### config.mk
export PLATFORM = sky130hd
export DESIGN_NAME = gpio_pulse_command_port
export DESIGN_NICKNAME = d
export VERILOG_FILES = /design/src/gpio_pkg.sv /design/src/pulse_counter.sv /design/src/irq_detect.sv /design/src/gpio_pulse_command_port.sv
export SDC_FILE = /design/constraint.sdc
export NUM_CORES = 1
export LEC_CHECK = 0
export BUFFER_PORTS_ARGS = -buffer_cell sky130_fd_sc_hd__buf_2
export CORE_MARGIN = 1.5
export CORE_UTILIZATION = 50
export DETAILED_ROUTE_END_ITERATION = 12
export GPL_TIMING_DRIVEN = 0
export PLACE_DENSITY_LB_ADDON = 0.05
export SLEW_MARGIN = 5
export SYNTH_ARGS = -nofsm -noshare
export SYNTH_HDL_FRONTEND = slang
export SYNTH_HIERARCHICAL = 1
export SYNTH_SLANG_ARGS = --single-unit
### constraint.sdc
create_clock -name clk_i -period 6.7 [get_ports clk_i]
set_input_delay 1.34 -clock clk_i [delete_from_list [all_inputs] [get_ports clk_i]]
set_output_delay 1.34 -clock clk_i [all_outputs]
set_load 0.02 [all_outputs]
### src/gpio_pkg.sv
// constants, offsets and reset values for the pulse command port
package gpio_pkg;
  localparam int CHANNELS = 24;
  localparam int PULSE_CHANNELS = 8;
  localparam int COUNT_WIDTH = 20;
  localparam int IRQ_LOW = 16;
  localparam int IRQ_COUNT = 8;
  localparam int IRQ_LINE_BASE = 24;
  localparam logic [31:0] OFFSET_INPUT = 32'h80020000;
  localparam logic [31:0] OFFSET_OUTPUT = 32'h80020004;
  localparam logic [31:0] OFFSET_DIRECTION = 32'h80020008;
  localparam logic [31:0] OFFSET_MASK = 32'h8002000C;
  localparam logic [31:0] OFFSET_POLARITY = 32'h80020010;
  localparam logic [31:0] OFFSET_EDGE = 32'h80020014;
  localparam logic [31:0] OFFSET_PULSE = 32'h80020018;
  localparam logic [31:0] OFFSET_COUNTER = 32'h8002001C;
  localparam logic [23:0] RESET_CHANNELS = 24'h000000;
  localparam logic [7:0] RESET_BYTE = 8'h00;
  localparam logic [19:0] RESET_COUNT = 20'h00000;
  localparam logic [31:0] VENDOR_CODE = 32'h000000AA; // arbitrary value
  localparam logic [31:0] DEVICE_CODE = 32'h00000055; // arbitrary value
endpackage : gpio_pkg

### src/pulse_counter.sv
// shared pulse length down-counter
`timescale 1ns/100ps
`default_nettype none
module pulse_counter
  import gpio_pkg::*;
(
  input wire logic clk_i,
  input wire logic rst_i,
  input wire logic load_i,
  input wire logic [19:0] value_i,
  output logic [19:0] count_o,
  output logic active_o
);
  typedef struct packed {
    logic [19:0] count;
  } cnt_state_t;
  cnt_state_t state, next_state;

  always_comb begin
    next_state = state;
    if (load_i) begin
      next_state.count = value_i;
    end else if (state.count != RESET_COUNT) begin
      next_state.count = state.count - 20'h00001;
    end
  end

  always_ff @(posedge clk_i) begin
    if (rst_i) begin
      state.count <= RESET_COUNT;
    end else begin
      state <= next_state;
    end
  end

  assign count_o = state.count;
  assign active_o = (state.count != RESET_COUNT);
endmodule : pulse_counter
`default_nettype wire

### src/irq_detect.sv
// per-channel interrupt detector, level or edge, selectable polarity
`timescale 1ns/100ps
`default_nettype none
module irq_detect
  import gpio_pkg::*;
(
  input wire logic clk_i,
  input wire logic rst_i,
  input wire logic [7:0] level_i,
  input wire logic [7:0] mask_i,
  input wire logic [7:0] polarity_i,
  input wire logic [7:0] edge_i,
  output logic [7:0] irq_o
);
  typedef struct packed {
    logic [7:0] prev;
    logic [7:0] irq;
  } det_state_t;
  det_state_t state, next_state;
  logic [7:0] active;

  always_comb begin
    next_state = state;
    next_state.prev = level_i;
    active = ~(level_i ^ polarity_i);
    for (int i = 0; i < IRQ_COUNT; i++) begin
      if (edge_i[i]) begin
        next_state.irq[i] = mask_i[i] & active[i] & (state.prev[i] != level_i[i]);
      end else begin
        next_state.irq[i] = mask_i[i] & active[i];
      end
    end
  end

  always_ff @(posedge clk_i) begin
    if (rst_i) begin
      state.prev <= RESET_BYTE;
      state.irq <= RESET_BYTE;
    end else begin
      state <= next_state;
    end
  end

  assign irq_o = state.irq;
endmodule : irq_detect
`default_nettype wire

### src/gpio_pulse_command_port.sv
// 24-channel discrete port with shared pulse command counter and interrupts
`timescale 1ns/100ps
`default_nettype none
module gpio_pulse_command_port
  import gpio_pkg::*;
(
  input wire logic clk_i,
  input wire logic rst_i,
  input wire logic psel_i,
  input wire logic penable_i,
  input wire logic pwrite_i,
  input wire logic [31:0] paddr_i,
  input wire logic [31:0] pwdata_i,
  output logic [31:0] prdata_o,
  output logic pready_o,
  input wire logic [23:0] pin_i,
  output logic [23:0] pin_o,
  output logic [23:0] pin_oe_o,
  output logic [31:0] irq_o
);
  // ****************************************************************
  // state
  // ****************************************************************
  typedef struct packed {
    logic [23:0] sync1;
    logic [23:0] sync2;
    logic [23:0] out_value;
    logic [23:0] direction;
    logic [7:0] mask;
    logic [7:0] polarity;
    logic [7:0] edge_sel;
    logic [7:0] pulse_en;
    logic [31:0] rdata;
    logic ready;
    logic [23:0] pin;
    logic [23:0] pin_oe;
    logic [31:0] irq;
  } port_state_t;
  port_state_t state, next_state;

  logic wr_access;
  logic rd_access;
  logic count_load;
  logic [19:0] count;
  logic count_active;
  logic [7:0] irq_lines;

  // ****************************************************************
  // helpers
  // ****************************************************************
  function automatic logic hit(input logic [31:0] addr, input logic [31:0] offset);
    hit = (addr == offset);
  endfunction : hit

  function automatic logic [31:0] upper_byte(input logic [7:0] value);
    upper_byte = {8'h00, value, 16'h0000};
  endfunction : upper_byte

  assign wr_access = psel_i & penable_i & pwrite_i;
  assign rd_access = psel_i & ~pwrite_i;
  assign count_load = wr_access & hit(paddr_i, OFFSET_COUNTER);

  // ****************************************************************
  // leaf blocks
  // ****************************************************************
  pulse_counter u_counter (
    .clk_i(clk_i),
    .rst_i(rst_i),
    .load_i(count_load),
    .value_i(pwdata_i[COUNT_WIDTH-1:0]),
    .count_o(count),
    .active_o(count_active)
  );

  irq_detect u_irq (
    .clk_i(clk_i),
    .rst_i(rst_i),
    .level_i(state.sync2[23:16]),
    .mask_i(state.mask),
    .polarity_i(state.polarity),
    .edge_i(state.edge_sel),
    .irq_o(irq_lines)
  );

  // ****************************************************************
  // next state
  // ****************************************************************
  always_comb begin
    logic [23:0] pulse_mask;
    logic [23:0] drive;
    pulse_mask = '0;
    drive = '0;
    next_state = state;
    next_state.sync1 = pin_i;
    next_state.sync2 = state.sync1;
    next_state.ready = psel_i & ~penable_i;
    next_state.rdata = state.rdata;

    if (wr_access) begin
      if (hit(paddr_i, OFFSET_OUTPUT)) begin
        next_state.out_value = pwdata_i[23:0];
      end else if (hit(paddr_i, OFFSET_DIRECTION)) begin
        next_state.direction = pwdata_i[23:0];
      end else if (hit(paddr_i, OFFSET_MASK)) begin
        next_state.mask = pwdata_i[23:16];
      end else if (hit(paddr_i, OFFSET_POLARITY)) begin
        next_state.polarity = pwdata_i[23:16];
      end else if (hit(paddr_i, OFFSET_EDGE)) begin
        next_state.edge_sel = pwdata_i[23:16];
      end else if (hit(paddr_i, OFFSET_PULSE)) begin
        next_state.pulse_en = pwdata_i[7:0];
      end
      // other addresses, including input, are ignored here; a counter write is decoded in count_load
    end

    if (rd_access) begin
      if (hit(paddr_i, OFFSET_INPUT)) begin
        next_state.rdata = {8'h00, state.sync2};
      end else if (hit(paddr_i, OFFSET_OUTPUT)) begin
        next_state.rdata = {8'h00, state.out_value};
      end else if (hit(paddr_i, OFFSET_DIRECTION)) begin
        next_state.rdata = {8'h00, state.direction};
      end else if (hit(paddr_i, OFFSET_MASK)) begin
        next_state.rdata = upper_byte(state.mask);
      end else if (hit(paddr_i, OFFSET_POLARITY)) begin
        next_state.rdata = upper_byte(state.polarity);
      end else if (hit(paddr_i, OFFSET_EDGE)) begin
        next_state.rdata = upper_byte(state.edge_sel);
      end else if (hit(paddr_i, OFFSET_PULSE)) begin
        next_state.rdata = {24'h000000, state.pulse_en};
      end else if (hit(paddr_i, OFFSET_COUNTER)) begin
        next_state.rdata = {12'h000, count};
      end else begin
        next_state.rdata = 32'h00000000;
      end
    end

    // pulse channels are gated by the shared counter on the next cycle
    pulse_mask[7:0] = next_state.pulse_en & next_state.direction[7:0];
    drive = next_state.out_value;
    for (int i = 0; i < PULSE_CHANNELS; i++) begin
      if (pulse_mask[i]) begin
        drive[i] = next_state.out_value[i] & next_active();
      end
    end
    next_state.pin = drive;
    next_state.pin_oe = next_state.direction;
    next_state.irq = {irq_lines, 24'h000000};
  end

  // counter value one cycle ahead, so the pin tracks the count exactly
  function automatic logic next_active();
    if (count_load) begin
      next_active = (pwdata_i[COUNT_WIDTH-1:0] != RESET_COUNT);
    end else begin
      next_active = (count > 20'h00001);
    end
  endfunction : next_active

  // ****************************************************************
  // registers
  // ****************************************************************
  always_ff @(posedge clk_i) begin
    if (rst_i) begin
      state.sync1 <= RESET_CHANNELS;
      state.sync2 <= RESET_CHANNELS;
      state.out_value <= RESET_CHANNELS;
      state.direction <= RESET_CHANNELS;
      state.mask <= RESET_BYTE;
      state.polarity <= RESET_BYTE;
      state.edge_sel <= RESET_BYTE;
      state.pulse_en <= RESET_BYTE;
      state.rdata <= 32'h00000000;
      state.ready <= 1'b0;
      state.pin <= RESET_CHANNELS;
      state.pin_oe <= RESET_CHANNELS;
      state.irq <= 32'h00000000;
    end else begin
      state <= next_state;
    end
  end

  assign prdata_o = state.rdata;
  assign pready_o = state.ready;
  assign pin_o = state.pin;
  assign pin_oe_o = state.pin_oe;
  assign irq_o = state.irq;

  // ****************************************************************
  // checks
  // ****************************************************************
  logic pulse_en_out0;
  assign pulse_en_out0 = state.pulse_en[0] & state.direction[0] & state.out_value[0];
endmodule : gpio_pulse_command_port
`default_nettype wire

Word level (Yosys, flattened, before mapping)
Index checks and enable logic that the tools add are counted.
{"block": "totals", "reg_bits": 253, "in_bits": 93, "out_inout_bits": 113, "wordCells": 125}
{"block": "op_classes", "n_addsub": 1, "n_lt_le_gt_ge": 1, "eq_ne": 16, "muxes": 47, "n_bitwise": 38, "n_reduce_logical": 6}
{"operator": "equality test 32 bit (second input constant)", "n": 8}
{"operator": "2-to-1 mux 24 bit", "n": 9}
{"operator": "2-to-1 mux 20 bit", "n": 4}
{"operator": "2-to-1 mux 80 bit", "n": 1}
{"operator": "2-to-1 mux 56 bit", "n": 1}
{"operator": "2-to-1 mux 8 bit", "n": 5}
{"operator": "nonzero test 20 bit", "n": 2}
{"operator": "2-to-1 mux 32 bit", "n": 1}
{"operator": "bitwise AND 1 bit", "n": 29}
{"operator": "2-to-1 mux 1 bit", "n": 25}
{"operator": "greater-than comparator 20 x 1 -> 1 bit (second input constant)", "n": 1}
{"operator": "subtractor 20 x 1 -> 20 bit (second input constant)", "n": 1}
{"operator": "2-to-1 mux 16 bit", "n": 1}
{"operator": "bitwise AND 8 bit", "n": 1}
{"operator": "inequality test 1 bit", "n": 8}
{"operator": "inverter 8 bit", "n": 1}
{"operator": "bitwise XOR 8 bit", "n": 1}
{"operator": "inverter 1 bit", "n": 6}
{"operator": "AND reduction 6 bit", "n": 1}
{"operator": "AND reduction 5 bit", "n": 1}
{"operator": "AND reduction 4 bit", "n": 1}
{"operator": "nonzero test 2 bit", "n": 1}

Depth between registers and ports, before layout
{"block": "logic_depth", "ltp_word": 12, "ltp_mapped": 10}

Modules after synthesis
The synthesis kept the hierarchy.
{"mod": "gpio_pulse_command_port", "n_inst": 1, "cells_each": 929, "area_each_um2": 7987.7}
{"mod": "pulse_counter", "n_inst": 1, "cells_each": 154, "area_each_um2": 1229.9}
{"mod": "irq_detect", "n_inst": 1, "cells_each": 89, "area_each_um2": 724.4}

Least setup slack after synthesis
OpenSTA, ideal clock, no wires.
{"block": "synth_path", "path_kind": "input to register", "startpoint": "input paddr_i[18]", "endpoint": "register u_counter/count_o[19] (netlist name)", "setup_time_ps": 87, "t_arrival_ps": 3402, "slack_ps": 3211, "stages": 7, "path_buffers": 1, "cell_sequence": "nor4_2 > nand4_1 > nor4_1 > nor2b_1 > clkbuf_1 > nand2_1 > o31ai_1"}
{"block": "synth_via", "elab_chain_cells": 3, "elab_cells_between_ends": 4}
{"item": "from (decl)", "line_no": "gpio_pulse_command_port.sv:12", "text": "input wire logic [31:0] paddr_i,"}
{"item": "equality test 32 bit (*)", "line_no": "gpio_pulse_command_port.sv:52", "text": "hit = (addr == offset);"}
{"item": "bitwise AND 1 bit (*)", "line_no": "gpio_pulse_command_port.sv:61", "text": "assign count_load = wr_access & hit(paddr_i, OFFSET_COUNTER);"}
{"item": "via count_load", "line_no": "gpio_pulse_command_port.sv:43", "text": "logic count_load;"}
{"item": "2-to-1 mux 20 bit or nonzero test 2 bit (tied branches)"}
The timed path passes the listed nets; every way through them passes the cells marked *.
A chain may end at the register's enable or synchronous reset.

Worst setup path in the final report
{"block": "layout_path", "startpoint": "input paddr_i[26]", "endpoint": "register state, in the netlist pin_o[5]"}
{"block": "layout_via", "elab_chain_cells": 10, "elab_cells_between_ends": 22}
{"item": "equality test 32 bit", "line_no": "gpio_pulse_command_port.sv:52"}
{"item": "2-to-1 mux 8 bit", "line_no": "gpio_pulse_command_port.sv:110", "text": "end else if (hit(paddr_i, OFFSET_PULSE)) begin"}
{"item": "2-to-1 mux 8 bit", "line_no": "gpio_pulse_command_port.sv:108", "text": "end else if (hit(paddr_i, OFFSET_EDGE)) begin"}
{"item": "2-to-1 mux 16 bit", "line_no": "gpio_pulse_command_port.sv:106", "text": "end else if (hit(paddr_i, OFFSET_POLARITY)) begin"}
{"item": "2-to-1 mux 24 bit", "line_no": "gpio_pulse_command_port.sv:104", "text": "end else if (hit(paddr_i, OFFSET_MASK)) begin"}
{"item": "2-to-1 mux 32 bit", "line_no": "gpio_pulse_command_port.sv:102", "text": "end else if (hit(paddr_i, OFFSET_DIRECTION)) begin"}
{"item": "2-to-1 mux 56 bit", "line_no": "gpio_pulse_command_port.sv:100", "text": "if (hit(paddr_i, OFFSET_OUTPUT)) begin"}
{"item": "2-to-1 mux 80 bit", "line_no": "gpio_pulse_command_port.sv:99", "text": "if (wr_access) begin"}
{"item": "bitwise AND 8 bit", "line_no": "gpio_pulse_command_port.sv:139", "text": "pulse_mask[7:0] = next_state.pulse_en & next_state.direction[7:0];"}
{"item": "2-to-1 mux 1 bit (*)", "line_no": "gpio_pulse_command_port.sv:142", "text": "if (pulse_mask[i]) begin"}
{"item": "to (signal assigned)", "line_no": "gpio_pulse_command_port.sv:179", "text": "state <= next_state;"}
{"item": "to (decl)", "line_no": "gpio_pulse_command_port.sv:39", "text": "port_state_t state, next_state;"}
Mark *: on every way between the ends. The rest lies on a longest branch, timed or not. The select of a mux whose other input is x is not followed.

==> flow_metrics.tcl <==
set metrics [dict create \
    status "complete, no violations" \
    ys_seq_elements 205 \
    routedWlPerCell_um 18.0 \
    drc 0 \
    dp.cells 1632 \
    grt_usage_pct 28.6 \
    post-dp-hpwl_um 22500 \
    num_vias 9069 \
    dp_slack_ns 2.67 \
    num_antenna_cells 0 \
    fmax_mhz 278 \
    fin_ws_ns 3.11 \
    layout.nets 1486 \
    pwr-share-clk_pct 37.0 \
    syn-instance-count 1172 \
    ios 206 \
    p_sw_w 0.00106 \
    tns_ns 0 \
    vias_per_cell 5.43 \
    hold_buffers 0 \
    slew_viol_final 0 \
    combPwrFrac_pct 21.4 \
    p_leak_nw 4.87 \
    rsz0062_at_grt "no" \
    hp-class "flip-flop to flip-flop" \
    grt_max_degree 16 \
    switching_share_pct 31.6 \
    synth_area_leaders "dfxtp_1, buf_4, nand2_1, nor2b_1, a21oi_1" \
    whs_ns 0.433 \
    dieHeight_um 144 \
    ys_types 63 \
    final_common_cell "dfxtp_1" \
    seqPwrFrac_pct 41.6 \
    synth-edff-count 0 \
    gr-total-overflow 0 \
    instances_no_fill 1670 \
    power.density_cell_area_nw_per_um2 280 \
    die_width_um 144 \
    peakVddDrop_uv 187 \
    synth_warnings 6 \
    maxSlewHeadroom_pct 33.7 \
    tritoncts "built" \
    drive_gt1_share_pct 25.6 \
    finalWeightedCongestion 0.952 \
    criticalPathCategory "input pin to flip-flop" \
    cp.arrival_ns 3.96 \
    clk_pin_slew_ns 0.06 \
    root_buffer "clkbuf_16" \
    ctsResizeCount 0 \
    die-area_um2 20700 \
    area_delta_synth_final_pct 20.3 \
    drtIter0Drc 864 \
    coreArea_um2 19500 \
    ant_nets 0 \
    syn-cell-area_um2 9940 \
    clock_latency_ns 0.53 \
    fin_crit_sh_pct 53.6 \
    dr.pass1.iters 5 \
    synth_ff_type "dfxtp_1" \
    yosysSeqAreaShare_pct 41.3 \
    clock_sinks 205 \
    min_period_ns 3.59 \
    port_buffers 163 \
    grt_pass1_wl_um 45500 \
    fin_util_pct 61.4 \
    post-synth-top-area-cell "dfxtp_1" \
    setup.worst_path.start_class "input pin" \
    fin_skew_ns 0.0280 \
    clock_path_buffers 3 \
    post-cts-setup-buffers 0 \
    antenna_found_initial 0 \
    crit_fanout 10 \
    syn_area_per_cell_um2 8.48 \
    yosys.area.top_type_share_pct 41.3 \
    grt_pass1_vias 8057 \
    required_ns 7.07 \
    setup_viol 0 \
    worst_setup_path_end_kind "flip-flop" \
    cts_max_level 1 \
    initial_core_util_pct 51.1 \
    drv_cap 0 \
    rows 51 \
    worst_slew_pin_slew_ns 0.981 \
    hold_violations 0 \
    cts_buffers 22 \
    p_int_w 0.00229 \
    routed_wl_um 30100 \
    synthArstFlopShare_pct 0 \
    final_cell_mix "dfxtp_1, nand2_1, buf_2" \
]
[per-layer routing]
metal / global-route usage [%] / up-vias / share of wire [%]
met5: 0 / - / 0
met3: 3.94 / 46 / 6.8
met1: 40.3 / 4289 / 44
li1: - / 4361 / -
met2: 45.1 / 373 / 46
met4: 9.51 / 0 / 2.9
[critical path, cell delays in order]
cell	delay (ns)
buf_2	0.10
nor4_1	0.40
nand4_1	0.36
nor4_2	0.81
buf_2	0.41
nand2_1	0.11
a221oi_1	0.42
[registers in the layout, indices dropped and copies added, names as in the netlist]
register and flops:
next_state 24, pready_o 1, u_irq/irq_o 8, irq_o 8, state 80, u_counter/count_o 20
pin_oe_o 24, prdata_o 24, pin_o 8, u_irq/state 8
[stage by stage]
| step | total power, W | instance area (um^2) |
|---|---|---|
| 6_report | 0.00335 | 12000 |
| 5_1_grt | 0.00348 | 12000 |
| 4_1_cts | 0.00334 | 12000 |
| 3_5_place_dp | 0.00211 | 11200 |
| 3_3_place_gp | 0.00211 | 11200 |
| 2_1_floorplan | 0.00188 | 10100 |
[logic make-up (layout without fill, tap and decap cells)]
kind of cell | after synthesis | after routing | share of synthesized area, %
DFF | 205 | 205 | 41.3
xor gates and xnor gates | 10 | 10 | 0.881
adders and majority gates | 2 | 2 | 0.252
buffers and inverters | 205 | 407 | 12.5
muxes | 48 | 48 | 4.92
AOI/OAI and AO/OA | 225 | 225 | 14.9
and+or+nand+nor | 476 | 476 | 25.2
other | 1 | 32 | 0.0377
[Yosys cell counts (6+ instances only)]
library cell / count
nand2b_1: 14
mux2i_1: 41
o211ai_1: 12
o21ai_0: 30
nor2_1: 64
xnor2_1: 7
nor3_1: 14
buf_4: 120
o2bb2ai_1: 12
nand4_1: 11
a22oi_1: 13
and3_1: 10
clkbuf_1: 58
a22o_1: 8
inv_1: 17
o31ai_1: 14
nor2b_1: 79
a221oi_1: 13
mux2_2: 7
nand2_1: 187
nor4_4: 6
or4_1: 10
nand3_1: 38
dfxtp_1: 205
a311oi_1: 7
a21oi_1: 84
nor4_1: 17
[power groups by stage]
| stage | clock network [W] | logic (W) | registers [W] |
|---|---|---|---|
| 6_report | 0.00124 | 0.000716 | 0.00139 |
| 5_1_grt | 0.00130 | 0.000780 | 0.00140 |
| 4_1_cts | 0.00126 | 0.000699 | 0.00139 |
| 3_5_place_dp | 0 | 0.000695 | 0.00141 |
| 3_3_place_gp | 0 | 0.000694 | 0.00141 |
| 2_1_floorplan | 0 | 0.000516 | 0.00137 |
[final cells by class]
cell class                 instances  area [um^2]
fill                            1788         7500
multi-input combinational        793         4710
sequential                       205         4100
buffer                           186         1170
timing repair buffer             164          823
clock buffer                      29          627
tap                              265          332
clock inverter                     9          111
inverter                          19         71.3
[path summary, 6_finish.rpt]
kind,from,end,slack (ns),depth (start not counted)
worst max-delay path,paddr_i[26],pin_o[5],3.11,7
worst min-delay path,next_state[211],state[211],0.43,1
worst max register to register,u_counter/count_o[1],u_counter/count_o[6],4.20,6
worst min register to register,next_state[211],state[211],0.43,1
No activity file was read; power rests on OpenSTA's default activity.
